## src/logic/nfc_params.svh

```systemverilog
// Timing counts, opcodes and address-field positions for the host controller.
`ifndef NFC_PARAMS_SVH
`define NFC_PARAMS_SVH
// ----------------------------------------------------------------------
// Opcodes
// ----------------------------------------------------------------------
`define NFC_OP_READ 8'h00
`define NFC_OP_READ_GO 8'h30
`define NFC_OP_READ_CB 8'h35
`define NFC_OP_READ_ID 8'h90
`define NFC_OP_RESET 8'hFF
`define NFC_OP_PROG 8'h80
`define NFC_OP_PROG_GO 8'h10
`define NFC_OP_CACHE_GO 8'h15
`define NFC_OP_PLANE_NEXT 8'h11
`define NFC_OP_PROG_LEG2 8'h81
`define NFC_OP_RAND_IN 8'h85
`define NFC_OP_ERASE 8'h60
`define NFC_OP_ERASE_GO 8'hD0
`define NFC_OP_ERASE_NEXT 8'hD1
`define NFC_OP_STATUS 8'h70
`define NFC_OP_STATUS_ENH 8'h78
`define NFC_OP_RAND_OUT 8'h05
`define NFC_OP_RAND_OUT_GO 8'hE0
`define NFC_OP_CACHE_SEQ 8'h31
`define NFC_OP_CACHE_END 8'h3F
`define NFC_OP_PARAM 8'hEC
// ----------------------------------------------------------------------
// Address layout
// ----------------------------------------------------------------------
`define NFC_ADDR_CYCLES 3'd5
`define NFC_COL_W8 12
`define NFC_COL_W16 11
`define NFC_PAGE_W 6
`define NFC_BLOCK_W 13
`define NFC_ROW_W 19
// ----------------------------------------------------------------------
// Strobe timing, in core_clk cycles of 25 ns
// ----------------------------------------------------------------------
`define NFC_CLK_NS 25
`define NFC_STROBE_NS 25
`define NFC_STROBE_CYC \
  ((`NFC_STROBE_NS + `NFC_CLK_NS - 1) / `NFC_CLK_NS)
`define NFC_READ_ACCESS_NS 45
`define NFC_READ_ACCESS_CYC \
  ((`NFC_READ_ACCESS_NS + `NFC_CLK_NS - 1) / `NFC_CLK_NS)
`define NFC_FIFO_DEPTH 32
`endif

```

## src/logic/nfc_pkg.sv

```systemverilog
// Types shared by the host controller modules.
package nfc_pkg;
  typedef enum logic [3:0] {
    NFC_KIND_READ = 4'h0,
    NFC_KIND_PROG = 4'h1,
    NFC_KIND_ERASE = 4'h2,
    NFC_KIND_STATUS = 4'h3,
    NFC_KIND_ID = 4'h4,
    NFC_KIND_RESET = 4'h5,
    NFC_KIND_PARAM = 4'h6
  } nfc_kind_t;
  typedef enum logic [5:0] {
    NFC_ST_IDLE = 6'h01,
    NFC_ST_SETUP = 6'h02,
    NFC_ST_LOW = 6'h04,
    NFC_ST_HIGH = 6'h08,
    NFC_ST_WAIT = 6'h10,
    NFC_ST_DONE = 6'h20
  } nfc_state_t;
  typedef enum logic [1:0] {
    NFC_CYC_CMD = 2'h0,
    NFC_CYC_ADDR = 2'h1,
    NFC_CYC_DIN = 2'h2,
    NFC_CYC_DOUT = 2'h3
  } nfc_cyc_t;
endpackage

```

## src/logic/nfc_fifo.sv

```systemverilog
// Synchronous FIFO with valid/ready on both sides.
`timescale 1ns/100ps
module nfc_fifo #(
  parameter int WIDTH = 16,
  parameter int DEPTH = 32
) (
  input wire logic core_clk,
  input wire logic srst,
  input wire logic in_valid,
  output logic in_ready,
  input wire logic [WIDTH-1:0] in_data,
  output logic out_valid,
  input wire logic out_ready,
  output logic [WIDTH-1:0] out_data
);
  localparam int AW = $clog2(DEPTH);
  logic [WIDTH-1:0] mem [DEPTH];
  logic [AW-1:0] wr_ptr, rd_ptr, next_wr_ptr, next_rd_ptr;
  logic [AW:0] count, next_count;
  logic push, pop;
  always_comb begin
    push = in_valid && in_ready;
    pop = out_valid && out_ready;
    next_wr_ptr = push ? AW'(wr_ptr + 1'b1) : wr_ptr;
    next_rd_ptr = pop ? AW'(rd_ptr + 1'b1) : rd_ptr;
    next_count = (AW+1)'(count + {AW'(0), push} - {AW'(0), pop});
  end
  always_ff @(posedge core_clk) begin
    if (srst) begin
      wr_ptr <= '0;
      rd_ptr <= '0;
      count <= '0;
    end else begin
      wr_ptr <= next_wr_ptr;
      rd_ptr <= next_rd_ptr;
      count <= next_count;
    end
    if (push) begin
      mem[wr_ptr] <= in_data;
    end
  end
  assign in_ready = (count != (AW+1)'(DEPTH));
  assign out_valid = (count != '0);
  assign out_data = mem[rd_ptr];
endmodule

```

## src/logic/nfc_addr_pack.sv

```systemverilog
// Splits a column and row address into the five address bus bytes.
`timescale 1ns/100ps
`include "nfc_params.svh"
module nfc_addr_pack (
  input wire logic wide,
  input wire logic [11:0] column,
  input wire logic [`NFC_ROW_W-1:0] row,
  input wire logic [2:0] index,
  output logic [7:0] addr_byte
);
  // Row is page, then plane/block bits running up to its top bit.
  always_comb begin
    addr_byte = 8'h00;
    unique case (index)
      3'd0: addr_byte = column[7:0];
      3'd1: addr_byte = wide ? {5'h00, column[10:8]} : {4'h0, column[11:8]};
      3'd2: addr_byte = row[7:0];
      3'd3: addr_byte = row[15:8];
      3'd4: addr_byte = {5'h00, row[18:16]};
      default: addr_byte = 8'h00;
    endcase
  end
endmodule

```

## src/logic/nfc_host.sv

```systemverilog
// Host-side NAND flash controller driving the multiplexed strobe bus.
//
// Contract
// - Bus value is set up before the write strobe rises.
// - Command cycle: command latch high, address latch low, selected.
// - Address cycle: address latch high, command latch low, selected.
// - Byte-wide address is five cycles with zero-filled upper bits.
// - Word-wide address is five cycles with an 11-bit column.
// - While busy only reset, status and enhanced status are issued.
// - Data input needs both latches low and write protect high.
// - Commands and addresses travel on bus bits 0 to 7.
`timescale 1ns/100ps
`include "nfc_params.svh"
module nfc_host #(
  parameter int DATA_W = 16,
  parameter int FIFO_DEPTH = `NFC_FIFO_DEPTH
) (
  input wire logic core_clk,
  input wire logic srst,
  input wire logic wide,
  input wire logic req_valid,
  output logic req_ready,
  input wire logic [3:0] req_kind,
  input wire logic [1:0] req_variant,
  input wire logic [11:0] req_column,
  input wire logic [`NFC_ROW_W-1:0] req_row,
  input wire logic [11:0] req_count,
  input wire logic protect,
  input wire logic wr_valid,
  output logic wr_ready,
  input wire logic [DATA_W-1:0] wr_data,
  output logic rd_valid,
  output logic [DATA_W-1:0] rd_data,
  output logic busy,
  output logic done,
  output logic cmd_latch,
  output logic addr_latch,
  output logic chip_sel_n,
  output logic write_strobe_n,
  output logic read_strobe_n,
  output logic write_protect_n,
  output logic [DATA_W-1:0] io_bus_out,
  output logic io_bus_oe,
  input wire logic [DATA_W-1:0] io_bus_in,
  input wire logic ready_busy_n
);
  // --------------------------------------------------------------------
  // Sequence steps
  // --------------------------------------------------------------------
  // Each step is a kind of bus cycle plus an opcode; an operation is a
  // short list of steps chosen from the request kind and variant.
  localparam int STEPS = 8;
  localparam int HOLD = `NFC_STROBE_CYC;
  localparam int ACC = `NFC_READ_ACCESS_CYC;
  typedef struct packed {
    nfc_pkg::nfc_cyc_t cyc;
    logic [7:0] op;
    logic wait_rdy;
  } nfc_step_t;

  function automatic nfc_step_t stp(nfc_pkg::nfc_cyc_t c, logic [7:0] o,
                                     logic w);
    nfc_step_t s;
    s.cyc = c;
    s.op = o;
    s.wait_rdy = w;
    return s;
  endfunction

  function automatic nfc_step_t cmd(logic [7:0] o, logic w);
    return stp(nfc_pkg::NFC_CYC_CMD, o, w);
  endfunction

  nfc_step_t plan [STEPS];
  logic [2:0] plan_len;
  logic [2:0] step, next_step;
  logic [2:0] abyte, next_abyte;
  logic [11:0] left, next_left;
  logic [3:0] tmr, next_tmr;
  nfc_pkg::nfc_state_t state, next_state;
  nfc_pkg::nfc_kind_t kind, next_kind;
  logic [1:0] variant, next_variant;
  logic [11:0] column, next_column;
  logic [`NFC_ROW_W-1:0] row, next_row;
  logic [11:0] count, next_count;
  logic [7:0] addr_byte;
  logic modify;
  logic f_valid, f_ready;
  logic [DATA_W-1:0] f_data;
  logic next_cl, next_al, next_ce_n, next_we_n, next_re_n, next_oe;
  logic next_done, next_rd_valid;
  logic [DATA_W-1:0] next_bus, next_rd_data;

  // Write data passes through a FIFO so the source can run ahead.
  nfc_fifo #(.WIDTH(DATA_W), .DEPTH(FIFO_DEPTH)) u_fifo (
    .core_clk(core_clk),
    .srst(srst),
    .in_valid(wr_valid),
    .in_ready(wr_ready),
    .in_data(wr_data),
    .out_valid(f_valid),
    .out_ready(f_ready),
    .out_data(f_data)
  );

  nfc_addr_pack u_pack (
    .wide(wide),
    .column(column),
    .row(row),
    .index(abyte),
    .addr_byte(addr_byte)
  );

  // --------------------------------------------------------------------
  // Operation plans
  // --------------------------------------------------------------------
  always_comb begin
    for (int i = 0; i < STEPS; i++) begin
      plan[i] = cmd(8'h00, 1'b0);
    end
    plan_len = 3'd1;
    unique case (kind)
      nfc_pkg::NFC_KIND_READ: begin
        plan[0] = cmd(`NFC_OP_READ, 1'b0);
        plan[1] = stp(nfc_pkg::NFC_CYC_ADDR, 8'h00, 1'b0);
        plan[2] = cmd(variant == 2'd1 ? `NFC_OP_READ_CB :
                      variant == 2'd2 ? `NFC_OP_CACHE_SEQ :
                      `NFC_OP_READ_GO, 1'b1);
        plan[3] = stp(nfc_pkg::NFC_CYC_DOUT, 8'h00, 1'b0);
        plan_len = 3'd4;
      end
      nfc_pkg::NFC_KIND_PROG: begin
        plan[0] = cmd(variant[1] ? `NFC_OP_RAND_IN : `NFC_OP_PROG, 1'b0);
        plan[1] = stp(nfc_pkg::NFC_CYC_ADDR, 8'h00, 1'b0);
        plan[2] = stp(nfc_pkg::NFC_CYC_DIN, 8'h00, 1'b0);
        plan[3] = cmd(variant[0] ? `NFC_OP_CACHE_GO : `NFC_OP_PROG_GO,
                      1'b1);
        plan_len = 3'd4;
      end
      nfc_pkg::NFC_KIND_ERASE: begin
        plan[0] = cmd(`NFC_OP_ERASE, 1'b0);
        plan[1] = stp(nfc_pkg::NFC_CYC_ADDR, 8'h00, 1'b0);
        plan[2] = cmd(variant[0] ? `NFC_OP_ERASE_NEXT : `NFC_OP_ERASE_GO,
                      1'b1);
        plan_len = 3'd3;
      end
      nfc_pkg::NFC_KIND_STATUS: begin
        plan[0] = cmd(variant[0] ? `NFC_OP_STATUS_ENH : `NFC_OP_STATUS,
                      1'b0);
        plan[1] = stp(nfc_pkg::NFC_CYC_DOUT, 8'h00, 1'b0);
        plan_len = 3'd2;
      end
      nfc_pkg::NFC_KIND_ID, nfc_pkg::NFC_KIND_PARAM: begin
        plan[0] = cmd(kind == nfc_pkg::NFC_KIND_ID ? `NFC_OP_READ_ID :
                      `NFC_OP_PARAM, 1'b0);
        plan[1] = stp(nfc_pkg::NFC_CYC_ADDR, 8'h00, 1'b1);
        plan[2] = stp(nfc_pkg::NFC_CYC_DOUT, 8'h00, 1'b0);
        plan_len = 3'd3;
      end
      nfc_pkg::NFC_KIND_RESET: begin
        plan[0] = cmd(`NFC_OP_RESET, 1'b1);
        plan_len = 3'd1;
      end
      default: plan_len = 3'd0;
    endcase
  end

  // --------------------------------------------------------------------
  // Bus sequencer
  // --------------------------------------------------------------------
  always_comb begin
    modify = (kind == nfc_pkg::NFC_KIND_PROG) ||
             (kind == nfc_pkg::NFC_KIND_ERASE);
    next_state = state;
    next_step = step;
    next_abyte = abyte;
    next_left = left;
    next_tmr = tmr;
    next_kind = kind;
    next_variant = variant;
    next_column = column;
    next_row = row;
    next_count = count;
    next_cl = cmd_latch;
    next_al = addr_latch;
    next_ce_n = chip_sel_n;
    next_we_n = write_strobe_n;
    next_re_n = read_strobe_n;
    next_oe = io_bus_oe;
    next_bus = io_bus_out;
    next_done = 1'b0;
    next_rd_valid = 1'b0;
    next_rd_data = rd_data;
    f_ready = 1'b0;
    unique case (state)
      nfc_pkg::NFC_ST_IDLE: begin
        next_ce_n = 1'b1;
        next_oe = 1'b0;
        // Only reset and status may go out while the line shows busy.
        if (req_valid && (ready_busy_n ||
            req_kind == nfc_pkg::NFC_KIND_RESET ||
            req_kind == nfc_pkg::NFC_KIND_STATUS)) begin
          next_kind = nfc_pkg::nfc_kind_t'(req_kind);
          next_variant = req_variant;
          next_column = req_column;
          next_row = req_row;
          next_count = req_count;
          next_step = 3'd0;
          // A refused modify op still ends with done so the caller moves on.
          if (protect && (req_kind == 4'(nfc_pkg::NFC_KIND_PROG) ||
              req_kind == 4'(nfc_pkg::NFC_KIND_ERASE))) begin
            next_state = nfc_pkg::NFC_ST_DONE;
          end else begin
            next_state = nfc_pkg::NFC_ST_SETUP;
          end
        end
      end
      nfc_pkg::NFC_ST_SETUP: begin
        next_ce_n = 1'b0;
        next_tmr = 4'(HOLD);
        next_abyte = 3'd0;
        next_left = count;
        if (step == plan_len) begin
          next_state = nfc_pkg::NFC_ST_DONE;
        end else begin
          unique case (plan[step].cyc)
            nfc_pkg::NFC_CYC_CMD: begin
              next_cl = 1'b1;
              next_al = 1'b0;
              next_oe = 1'b1;
              next_bus = DATA_W'(plan[step].op);
            end
            nfc_pkg::NFC_CYC_ADDR: begin
              next_cl = 1'b0;
              next_al = 1'b1;
              next_oe = 1'b1;
            end
            nfc_pkg::NFC_CYC_DIN: begin
              next_cl = 1'b0;
              next_al = 1'b0;
              next_oe = 1'b1;
            end
            nfc_pkg::NFC_CYC_DOUT: begin
              next_cl = 1'b0;
              next_al = 1'b0;
              next_oe = 1'b0;
            end
          endcase
          next_state = nfc_pkg::NFC_ST_LOW;
        end
      end
      nfc_pkg::NFC_ST_LOW: begin
        // Latches and any command byte were set one cycle earlier; address and data bytes go out with the strobe fall.
        if (plan[step].cyc == nfc_pkg::NFC_CYC_ADDR) begin
          next_bus = DATA_W'(addr_byte);
        end else if (plan[step].cyc == nfc_pkg::NFC_CYC_DIN && f_valid) begin
          next_bus = f_data;
          f_ready = 1'b1;
        end
        if (plan[step].cyc == nfc_pkg::NFC_CYC_DOUT) begin
          next_re_n = 1'b0;
          next_tmr = 4'(ACC);
          next_state = nfc_pkg::NFC_ST_HIGH;
        end else if (plan[step].cyc != nfc_pkg::NFC_CYC_DIN || f_valid) begin
          next_we_n = 1'b0;
          next_state = nfc_pkg::NFC_ST_HIGH;
        end
      end
      nfc_pkg::NFC_ST_HIGH: begin
        if (tmr > 4'd1) begin
          next_tmr = 4'(tmr - 4'd1);
        end else begin
          next_tmr = 4'(HOLD);
          next_we_n = 1'b1;
          if (!read_strobe_n) begin
            next_re_n = 1'b1;
            next_rd_data = io_bus_in;
            next_rd_valid = 1'b1;
          end
          if (plan[step].cyc == nfc_pkg::NFC_CYC_ADDR &&
              abyte != `NFC_ADDR_CYCLES - 3'd1) begin
            next_abyte = 3'(abyte + 3'd1);
            next_state = nfc_pkg::NFC_ST_LOW;
          end else if ((plan[step].cyc == nfc_pkg::NFC_CYC_DIN ||
                        plan[step].cyc == nfc_pkg::NFC_CYC_DOUT) &&
                       left > 12'd1) begin
            next_left = 12'(left - 12'd1);
            next_state = nfc_pkg::NFC_ST_LOW;
          end else begin
            // Latches stay up one more cycle as hold after the strobe rises.
            next_state = plan[step].wait_rdy ? nfc_pkg::NFC_ST_WAIT :
                         nfc_pkg::NFC_ST_SETUP;
            next_step = 3'(step + 3'd1);
          end
        end
      end
      nfc_pkg::NFC_ST_WAIT: begin
        next_oe = 1'b0;
        next_cl = 1'b0;
        next_al = 1'b0;
        if (tmr != 4'd0) begin
          next_tmr = 4'(tmr - 4'd1);
        end else if (ready_busy_n) begin
          next_state = nfc_pkg::NFC_ST_SETUP;
        end
      end
      nfc_pkg::NFC_ST_DONE: begin
        next_ce_n = 1'b1;
        next_oe = 1'b0;
        next_done = 1'b1;
        next_cl = 1'b0;
        next_al = 1'b0;
        next_state = nfc_pkg::NFC_ST_IDLE;
      end
    endcase
  end

  always_ff @(posedge core_clk) begin
    if (srst) begin
      state <= nfc_pkg::NFC_ST_IDLE;
      step <= 3'd0;
      abyte <= 3'd0;
      left <= 12'd0;
      tmr <= 4'd0;
      kind <= nfc_pkg::NFC_KIND_READ;
      variant <= 2'd0;
      column <= 12'd0;
      row <= '0;
      count <= 12'd0;
      cmd_latch <= 1'b0;
      addr_latch <= 1'b0;
      chip_sel_n <= 1'b1;
      write_strobe_n <= 1'b1;
      read_strobe_n <= 1'b1;
      io_bus_oe <= 1'b0;
      io_bus_out <= '0;
      done <= 1'b0;
      rd_valid <= 1'b0;
      rd_data <= '0;
      req_ready <= 1'b0;
      busy <= 1'b0;
      write_protect_n <= 1'b0;
    end else begin
      state <= next_state;
      step <= next_step;
      abyte <= next_abyte;
      left <= next_left;
      tmr <= next_tmr;
      kind <= next_kind;
      variant <= next_variant;
      column <= next_column;
      row <= next_row;
      count <= next_count;
      cmd_latch <= next_cl;
      addr_latch <= next_al;
      chip_sel_n <= next_ce_n;
      write_strobe_n <= next_we_n;
      read_strobe_n <= next_re_n;
      io_bus_oe <= next_oe;
      io_bus_out <= next_bus;
      done <= next_done;
      rd_valid <= next_rd_valid;
      rd_data <= next_rd_data;
      req_ready <= (next_state == nfc_pkg::NFC_ST_IDLE);
      busy <= !ready_busy_n;
      // Protect is lifted only for modify operations that software allows.
      write_protect_n <= !protect && modify &&
                         next_state != nfc_pkg::NFC_ST_IDLE;
    end
  end

  // --------------------------------------------------------------------
  // Checks
  // --------------------------------------------------------------------
  latch_excl_a: assert property (@(posedge core_clk) disable iff (srst)
    !(cmd_latch && addr_latch)) else $error("both latches high");
  cmd_setup_a: assert property (@(posedge core_clk) disable iff (srst)
    $rose(write_strobe_n) && cmd_latch |-> $stable(io_bus_out) &&
    io_bus_oe) else $error("command bus moved at strobe");
  addr_cyc_a: assert property (@(posedge core_clk) disable iff (srst)
    $fell(write_strobe_n) && addr_latch |-> !cmd_latch && !chip_sel_n &&
    read_strobe_n && io_bus_out[DATA_W-1:8] == '0)
    else $error("bad address cycle");
  rd_float_a: assert property (@(posedge core_clk) disable iff (srst)
    !read_strobe_n |-> !io_bus_oe) else $error("host drives in read");
  din_wp_a: assert property (@(posedge core_clk) disable iff (srst)
    $fell(write_strobe_n) && !cmd_latch && !addr_latch |->
    write_protect_n) else $error("data with protect low");
  wp_hold_a: assert property (@(posedge core_clk) disable iff (srst)
    protect |=> !write_protect_n) else $error("protect ignored");
  rd_pulse_a: assert property (@(posedge core_clk) disable iff (srst)
    $fell(read_strobe_n) |-> !read_strobe_n [*2] ##1 read_strobe_n)
    else $error("read strobe width");
  busy_gate_a: assert property (@(posedge core_clk) disable iff (srst)
    state == nfc_pkg::NFC_ST_IDLE && req_valid && !ready_busy_n &&
    req_kind == 4'(nfc_pkg::NFC_KIND_ERASE) |=>
    state == nfc_pkg::NFC_ST_IDLE) else $error("issued while busy");
  cv_prog_c: cover property (@(posedge core_clk)
    kind == nfc_pkg::NFC_KIND_PROG && done);
  cv_read_c: cover property (@(posedge core_clk) rd_valid);
  cv_erase_c: cover property (@(posedge core_clk)
    kind == nfc_pkg::NFC_KIND_ERASE && done);
endmodule

```

## config.mk

```make
export PLATFORM = sky130hd
export DESIGN_NAME = nfc_host
export DESIGN_NICKNAME = d
export VERILOG_FILES = /design/src/logic/nfc_pkg.sv /design/src/logic/nfc_fifo.sv /design/src/logic/nfc_addr_pack.sv /design/src/logic/nfc_host.sv
export VERILOG_INCLUDE_DIRS = /design/src /design/src/logic
export SDC_FILE = /design/constraint.sdc
export NUM_CORES = 1
export LEC_CHECK = 0
export BUFFER_PORTS_ARGS = -buffer_cell sky130_fd_sc_hd__clkbuf_2
export CORE_MARGIN = 2
export CORE_UTILIZATION = 66
export DETAILED_ROUTE_END_ITERATION = 16
export GPL_ROUTABILITY_DRIVEN = 0
export PLACE_DENSITY = 0.85
export SLEW_MARGIN = 25
export SYNTH_ARGS = -nofsm -noshare
export SYNTH_HDL_FRONTEND = slang
export SYNTH_SLANG_ARGS = --single-unit
```

## constraint.sdc

```tcl
create_clock -name core_clk -period 7.12 [get_ports core_clk]
set_input_delay 1.424 -clock core_clk [delete_from_list [all_inputs] [get_ports core_clk]]
set_output_delay 1.424 -clock core_clk [all_outputs]
set_load 0.02 [all_outputs]
```

==> results.txt, run 1 <==
The run finished with clean final reports. The arithmetic-cell share of the synthesized area counting full adders, half adders and majority gates came out at 1.264%. The post-synthesis area per instance is 15.99 sq um.

The number of pins with negative max-slew slack in the final report is 0. The later pin in the worst-skew pair is clocked with a latency of 590 ps. The wire length of the first global-routing pass is 96010 um. The post-synthesis instance total came out at 1647.

The critical path's most frequent cell is mux4_2. The startpoint identified for the worst hold timing path is rd_data[3]. On the critical path, the stage with the largest delay is an instance of dfxtp_4.

The maximum count of clock buffers along a single path came out at 3. Counting the buffers created by CTS gives 66. The via count of the first global-routing pass came out at 15604. The synthesis warning total came out at 0. The clock-pin slew of the registers on the worst-case setup and hold paths is 60 ps. At the end of the flow the core is filled with cells to 75.20%. The first routing iteration left 2124 violations. In this design, the largest share of critical-path delay is due to multiplexers.

Setup repair after global routing left no endpoint under its margin. STA classifies the critical path startpoint as a register. Summing all multi-input logic gate instances after layout gives 7647 sq um. The count of clock tree sinks is 653. Adding up every negative setup slack in the final design gives 0 ps.

The post-synthesis register bit count came out at 653. The path type of the worst setup path is reg -> reg. The register-to-register setup slack came out at 3320 ps. Counting both buffers and inverters, the worst setup path holds a total of 1.

The mapped netlist covers 26340 sq um. The H-tree depth reported by CTS came out at 3. Counting instances in the post-synthesis netlist gives the leading cell types as edfxtp_1 (512), nand2_1 (161), mux4_2 (160). The power per cell area came out at 271.2 nW/um^2. The total count of hold-check failures in the final report came out at 0. The number of inserted filler cells in the final layout came out at 2139. The final setup violation count came out at 0. The buffers inserted during post-CTS setup optimization is 0. TritonCTS built the clock tree. The portion of synthesized cell area occupied by the leading cell type is 58.38%.

The initial antenna violation count came out at 1. The post-synthesis async set-or-reset flop share came out at 0%. The growth of design area from synthesis to finish is 12.93%. The full die area came out at 41520 sq um.

The delay of the slowest critical-path stage came out at 910 ps. The count of distinct cell types in the synthesized netlist is 72. The number of buffers inserted by port buffering came out at 131. The top-level I/O count came out at 132.

For this run, the post-layout net count is 1904. Derived from the worst setup path, the maximum achievable clock frequency is 262.9 MHz. The initial standard-cell utilization of the core came out at 66.59%. The number of vias in the routed layout is 15877. CTS placed an instance of clkbuf_16 at the clock tree root. The post-synthesis share of cell area spent on xor and xnor gates is 0.5653%. The number of rows created at floorplan came out at 73. The signal arrival time at the worst endpoint came out at 4230 ps.

The total wire length after detailed routing is 63620 um. The overall overflow remaining after global route is 0. The transition time at the pin with the least slew margin came out at 1302 ps.

The worst slew slack as a fraction of its limit is 12.92%. The number of nets produced by synthesis is 1761. The detailed-placement wirelength estimate came out at 38130 um. The post-cts repair resize count came out at 0. The worst path needs 3804 ps of the cycle, external delays included. In this run the remaining antenna-violating nets after routing total 0. Data on the critical path is required at its endpoint by 7550 ps. Yosys instantiated no cell more often than edfxtp_1. The share of cell area taken by muxes after synthesis is 14.60%. The capturing element type of the critical path is a register. The maximum clock skew at final layout came out at 19.27 ps.

Across the VDD grid, the largest voltage drop is 0.2547 mV. The first detailed-routing pass took 6 iterations. The pin count of the biggest net entering global routing came out at 72.

The global router's overall resource usage is 31.51%. Measured along the x axis, the die boundary spans 203.8 um. The worst hold path belongs to the class reg -> reg. From bottom edge to top edge, the die measures 203.8 um. Registers take 18210 sq um. The synthesized netlist devotes 5.202% of its cell area to compound gates. The final period utilization came out at 53.42%. The post-route netlist has 24.63% of its cells at a drive strength greater than 1.

The number of flops mapped to enable cells by yosys is 512. Along the worst path, the maximum fanout reaches 44. For this run, the leading register cell type out of synthesis is edfxtp_1. Summed over all cells, the static leakage comes to 9.606 nW.

The final routed wire length divided by cell count is 26.90 um. Summed over all instances, the cell type with the most area after synthesis is edfxtp_1. The ratio of routed vias to standard cells is 6.713. Ranked by total cell area, the synthesized netlist is headed by edfxtp_1 (58%), mux4_2 (14%), dfxtp_1 (11%).

The area of the core came out at 39550 sq um. Walking the worst path, the cells encountered are buf_4 > mux4_2 > mux4_2 > mux2i_1 > nor2_1 > a2111oi_0 > a211oi_1. The post-cts hold buffer count is 0.

By area, the combinational part of the netlist is dominated by multiplexers. For this run, the register share of the synthesized area comes to 69.10%. The number of remaining DRC errors is 0.

The area share of and/or/nand/nor cells after synthesis came out at 7.312%. The max-cap violation count came out at 0.
-- layout by cell type, fill, tap and decap left out, types with 5 or more instances in the layout --
cell,instances
nor3_1,22
inv_1,32
nor2b_1,7
nand3b_1,12
nand4_1,7
a21oi_1,112
o21ai_0,36
buf_4,43
xor2_1,10
clkbuf_16,69
or3_1,6
or2_2,6
nor4_1,7
clkinv_1,6
nor3b_1,5
nor2_1,121
nand3_1,20
nand2_1,161
a222oi_1,7
clkbuf_1,15
nand2b_1,9
clkbuf_2,130
dfxtp_1,138
edfxtp_1,512
xnor2_1,7
clkinv_2,11
mux2i_1,22
mux4_2,160
and2_1,5
a31oi_1,5
a211oi_1,9
clkbuf_8,8
ha_1,25
-- area by class of cell --
cell class | count | share of cell area (%)
clock buffers | 92 | 6.365
clock inverters | 25 | 0.7236
multi-input cells | 863 | 25.71
well taps | 525 | 2.209
repair buffers | 174 | 3.365
diodes | 1 | 0.008414
inverters | 32 | 0.4039
flip-flops and latches | 653 | 61.21
-- kinds of logic (layout without fill, tap and decap cells) --
kind of cell / after synthesis / in the layout
DFF: 653 / 653
AOI/OAI and AO/OA: 222 / 222
and+or+nand+nor: 414 / 414
muxes: 184 / 184
xor gates and xnor gates: 17 / 17
adders and majority gates: 26 / 26
other: 0 / 1
buffers and inverters: 131 / 323
-- per-layer routing --
metal | GRT usage, % | vias to the layer above | routed length, um
met2 | 51.04 | 1165 | 31220
met4 | 12.20 | 2 | 2536
met5 | 0 | - | 9
met3 | 6.376 | 204 | 6814
met1 | 42.87 | 7837 | 23050
li1 | - | 6669 | -
-- path summary, 6_finish.rpt --
path                                      end  cells after the start
worst max register to register  io_bus_out[2]                      7
worst max-delay path            io_bus_out[2]                      7
worst min-delay path               rd_data[3]                      2
worst min register to register     rd_data[3]                      2
-- tightest hold or removal path, delay by kind of cell (launching register included) --
| kind | cells | cell delay, ps |
|---|---|---|
| flops | 1 | 310 |
| simple gates | 1 | 50 |
| compound gates | 1 | 50 |
-- state kept, by name, indices dropped and copies added (netlist names), 6 cells and up, named ones only --
register / count
column: 12
u_fifo.count: 6
rd_data: 16
io_bus_out: 16
count: 12
u_fifo.mem: 512
state: 6
row: 19
left: 12
-- per-stage QoR --
step                hold slack (ps)  cell area (sq um)  power [mW]  setup WS [ps]  instances
floorplan                     435.7              26340       4.581           3810       1647
global placement              441.7              27590       4.740           3464       2246
detailed placement            446.7              27600       4.768           3377       2246
CTS                           454.2              29700       8.090           3291       2363
global route                  470.3              29740       8.284           2998       2364
finish                        457.2              29740       8.066           3316       2365
-- report_power, final --
part           internal, mW  switching [mW]  total, mW  leakage (nW)
combinational         0.174           0.298      0.472          2.81
sequential             4.19          0.0479       4.24          5.76
clock                  1.94            1.42       3.36          1.04
total                  6.31            1.76       8.07          9.61
Power figures use the tool's default switching activity.
==> run 2, diff against run 1 <==
Settings changed: ABC_AREA set to 1, CORE_UTILIZATION 66 to 61, PLACE_DENSITY 0.85 to 0.79.
Clock period 7.12 ns to 3.79 ns, I/O delays scaled along.
==> run 2 against run 1 <==
Net effect: routed wire length increased by 4.4%; largest power group unchanged; total power increased by 91%; sequential power increased by 88%; final cell count increased by 37%; synthesized cell count increased by 52%; clock skew increased by 10 ps; core utilization decreased by 5.9 points; die area increased by 11%; highest routed layer unchanged; clock-buffer cell count decreased by 1; global-route usage decreased by 2.9 points.
==> results.txt, run 2 <==
The worst-path cell with the longest stage delay was nor2_2 (was dfxtp_4). The share of power burned in the clock network is 41.8% (was 41.6%). Largest registers: u_fifo.mem x512, row x19 (unchanged). The detailed-router iteration count before antenna repair came out at 8 (was 6).

The final-layout setup total negative slack is 0 ps (unchanged). The maximum frequency from static timing analysis is 309.7 MHz (was 262.9 MHz). The maximum clock skew at final layout is 29.31 ps (was 19.27 ps). The leading register cell type out of synthesis is edfxtp_1 (unchanged). The wire length of the first global-routing pass came out at 103800 um (was 96010 um). The pin count of the biggest net entering global routing is 257 (was 72). The worst-skew pair later-pin latency is 600 ps (was 590 ps). The library cell with the highest instance count after synthesis is edfxtp_1 (unchanged). The leading area contributor after synthesis was edfxtp_1 (unchanged).

The combinational share of power is 6.4% (was 5.9%). The combined area of all synthesized cells is 27160 sq um (was 26340 sq um). The global router's overall resource usage was 28.65% (was 31.51%). The final routed wire length divided by cell count is 20.50 um (was 26.90 um).

The capturing element type of the critical path was a register (unchanged). The DRC marker count from the first detailed-route iteration is 2477 (was 2124). The setup slack of the critical path after layout was 561.2 ps (was 3316 ps). The clock root buffer master was clkbuf_16 (unchanged). The post-cts hold buffer count was 0 (unchanged). The number of nets produced by synthesis came to 2611 (was 1761).

The delay of the slowest critical-path stage came to 450 ps (was 910 ps). The worst hold margin came out at 408.5 ps (was 457.2 ps). The CTS tree is yes (unchanged). The overall overflow remaining after global route was 0 (unchanged). The area of the core came to 44120 sq um (was 39550 sq um). The post-synthesis async set-or-reset flop share came out at 0% (unchanged).

The post-cts repair resize count was 0 (unchanged). The worst slew slack as a fraction of its limit came out at 44.79% (was 12.92%). The growth of design area from synthesis to finish is 12.60% (was 12.93%).

The count of buffering cells on the critical path with inverters included came out at 4 (was 1). The die outline width is 215.0 um (was 203.8 um). The number of buffers added by the clock tree synthesis step is 68 (was 66). The ratio of routed vias to standard cells is 6.136 (was 6.713).

The fraction of layout instances using a drive strength above 1 was 12.65% (was 24.63%). The maximum count of clock buffers along a single path is 3 (unchanged). The number of buffers inserted by port buffering is 131 (unchanged).

The detailed-placement wirelength estimate is 38970 um (was 38130 um). The H-tree depth reported by CTS is 3 (unchanged). The power per cell area came out at 502.7 nW/um^2 (was 271.2 nW/um^2). The number of rows created at floorplan came to 77 (was 73).

The count of clock tree sinks came out at 653 (unchanged). The internal power contribution came out at 11.95 mW (was 6.305 mW). The final period utilization is 85.19% (was 53.42%). The part of the total power dissipated in sequential elements is 51.8% (was 52.5%). The signal arrival time at the worst endpoint came out at 3700 ps (was 4230 ps). The number of routed nets with antenna violations is 0 (unchanged). The worst setup slack before clock tree synthesis was 626.4 ps (was 3377 ps). Largest cells by area after synthesis: edfxtp_1 (57%), dfxtp_1 (10%), nand2_1 (5.0%) (was edfxtp_1 (58%), mux4_2 (14%), dfxtp_1 (11%)). Top library cells by usage in the layout, fill and taps aside: edfxtp_1 (512), nand2_1 (359), nor2_1 (311), o21ai_0 (264), nand3_1 (201) (was edfxtp_1 (512), nand2_1 (161), mux4_2 (160), dfxtp_1 (138), clkbuf_2 (130)). The category of the worst setup path launch point is a register (unchanged). The worst-path maximum fanout came out at 11 (was 44). Sequence of cells on the critical path: nor2_2 > nand2_1 > nand2_1 > nand2_1 > nand3_2 > nand2_4 > inv_2 > nand4_4 > inv_1 > ha_1 > inv_1 > ha_1 > inv_1 > fa_1 > nor2_1 > nor2_1 > nor2_1 > nor2_1 > o21ai_0 > a21oi_1 (was buf_4 > mux4_2 > mux4_2 > mux2i_1 > nor2_1 > a2111oi_0 > a211oi_1). The transition time at the pin with the least slew margin is 827.0 ps (was 1302 ps).

The family with the most delay on the worst path was simple AND/OR/NAND/NOR gates (was multiplexers). The total count of hold-check failures in the final report came out at 0 (unchanged). The count of distinct cell types in the synthesized netlist is 54 (was 72). The number of pins with negative max-slew slack in the final report is 0 (unchanged). The total number of nets in the final design came out at 2716 (was 1904). The full die area was 46230 sq um (was 41520 sq um). The post-synthesis sequential area ratio came out at 67.00% (was 69.10%). The final design instance area without fill came out at 30590 sq um (was 29740 sq um). The path type of the worst setup path was reg -> reg (unchanged). The required time of the worst setup path is 4260 ps (was 7550 ps).

The fraction of power spent switching nets is 22.26% (was 21.84%). The max-cap violation count was 0 (unchanged). Run status: completed (unchanged).

The via count of the first global-routing pass came out at 19264 (was 15604). The cell area reported after detailed placement was 28410 sq um (was 27600 sq um). The final setup violation count is 0 (unchanged). The post-layout minimum cycle time is 3229 ps (was 3804 ps). The number of vias in the routed layout is 19881 (was 15877). The initial standard-cell utilization of the core came out at 61.56% (was 66.59%). The number of inserted filler cells in the final layout came out at 3055 (was 2139). The die height came out at 215.0 um (was 203.8 um). The synthesis warning total came out at 0 (unchanged). Leading cell types by count after synthesis: edfxtp_1 (512), nand2_1 (359), nor2_1 (311) (was edfxtp_1 (512), nand2_1 (161), mux4_2 (160)).

The post-synthesis register bit count came out at 653 (unchanged). The count of antenna diodes in the layout was 0 (was 1). The critical path's most frequent cell was nor2_1 (was mux4_2). RSZ-0062 raised after global routing: false (unchanged). The number of flops mapped to enable cells by yosys came to 512 (unchanged).

The top-level I/O count is 132 (unchanged). The top register by number of flip-flops is u_fifo.mem (unchanged). The initial antenna violation count is 1 (unchanged). The net switching power is 3.423 mW (was 1.761 mW). The post-synthesis area per instance came out at 10.88 sq um (was 15.99 sq um). The post-synthesis instance total came out at 2497 (was 1647). The buffers inserted during post-CTS setup optimization is 0 (unchanged).

The flip-flop count of the largest register, all copies and words added came out at 512 (unchanged). The number of remaining DRC errors came out at 0 (unchanged). The portion of synthesized cell area occupied by the leading cell type is 56.60% (was 58.38%).

The clock-pin slew of the registers on the worst-case setup and hold paths came out at 60 ps (about the same). The kind of path behind the tightest hold check is in -> reg (was reg -> reg). The leading cell type in the layout, fill and taps excluded is edfxtp_1 (unchanged). The reported leakage power came out at 11.23 nW (was 9.606 nW). The peak ir drop on the vdd network came out at 0.3532 mV (was 0.2547 mV). The total wire length after detailed routing is 66420 um (was 63620 um).
-- run 2: cell types whose count changed after synthesis, sizes merged, moves of 33 or more --
cell    before  now
nor2       122  322
o221ai       0   45
nand2      161  367
inv         32  139
a22oi        3   44
mux4       160    0
nand3       20  209
a21oi      112  183
buf         25   58
o21ai       38  274
-- run 2: path summary, 6_finish.rpt --
path,startpoint,to,slack (ps),cells after the start
worst min-delay path,ready_busy_n,busy,410,2
worst max register to register,kind[2],u_fifo.count[4],560,20
worst max-delay path,kind[2],u_fifo.count[4],560,20
worst min register to register,rd_data[9],rd_data[9],440,2
-- run 2: layout make-up --
class | count | area, sq um | area share (%)
clock buffers | 91 | 1923 | 6.288
clock inverters | 25 | 226.5 | 0.7404
inverters | 141 | 540.5 | 1.767
multi-input cells | 1553 | 7792 | 25.48
flip-flops and latches | 653 | 18210 | 59.53
well taps | 592 | 740.7 | 2.422
repair buffers | 185 | 1156 | 3.780
-- run 2: through the flow --
stage                     utilization, %  std cells  power [mW]
after global routing               69.32       3240       15.83
after floorplan                        -       2497       8.707
after CTS                          69.25       3239       15.42
after detailed placement           64.38       3123       9.077
final                              69.32       3240       15.38
after global placement             64.38       3123       9.030
-- run 2: per-layer routing --
metal	track usage [%]	up-vias	routed length [um]
met3	4.176	181	6153
met2	46.11	1159	31620
met1	38.85	9471	25890
met4	13.68	2	2745
met5	0	-	14
li1	-	9068	-
-- run 2: power by group through the flow --
| stage | clock network [mW] | logic (mW) | registers [mW] |
|---|---|---|---|
| floorplan | 0 | 0.600 | 8.11 |
| CTS | 6.49 | 0.971 | 7.97 |
| global placement | 0 | 0.924 | 8.11 |
| global route | 6.75 | 1.10 | 7.98 |
| finish | 6.42 | 0.983 | 7.97 |
| detailed placement | 0 | 0.962 | 8.11 |
-- run 2: kinds of logic after synthesis --
| family | count (synthesis) | synth area share [%] |
|---|---|---|
| buf+inv | 291 | 4.335 |
| fa+ha+maj | 26 | 1.225 |
| simple gates | 930 | 14.82 |
| xor+xnor | 3 | 0.1244 |
| compound gates | 594 | 12.50 |
| flops | 653 | 67.00 |
-- run 2: worst reg2reg max path, stage by stage, from the launching register on --
cell and delay (ps):
dfxtp_1 370, nor2_2 450, nand2_1 140, nand2_1 100
nand2_1 60, nand3_2 100, nand2_4 90, inv_2 110
nand4_4 140, inv_1 130, ha_1 240, inv_1 60
ha_1 150, inv_1 60, fa_1 430, nor2_1 120
nor2_1 40, nor2_1 80, nor2_1 60, o21ai_0 130
a21oi_1 60
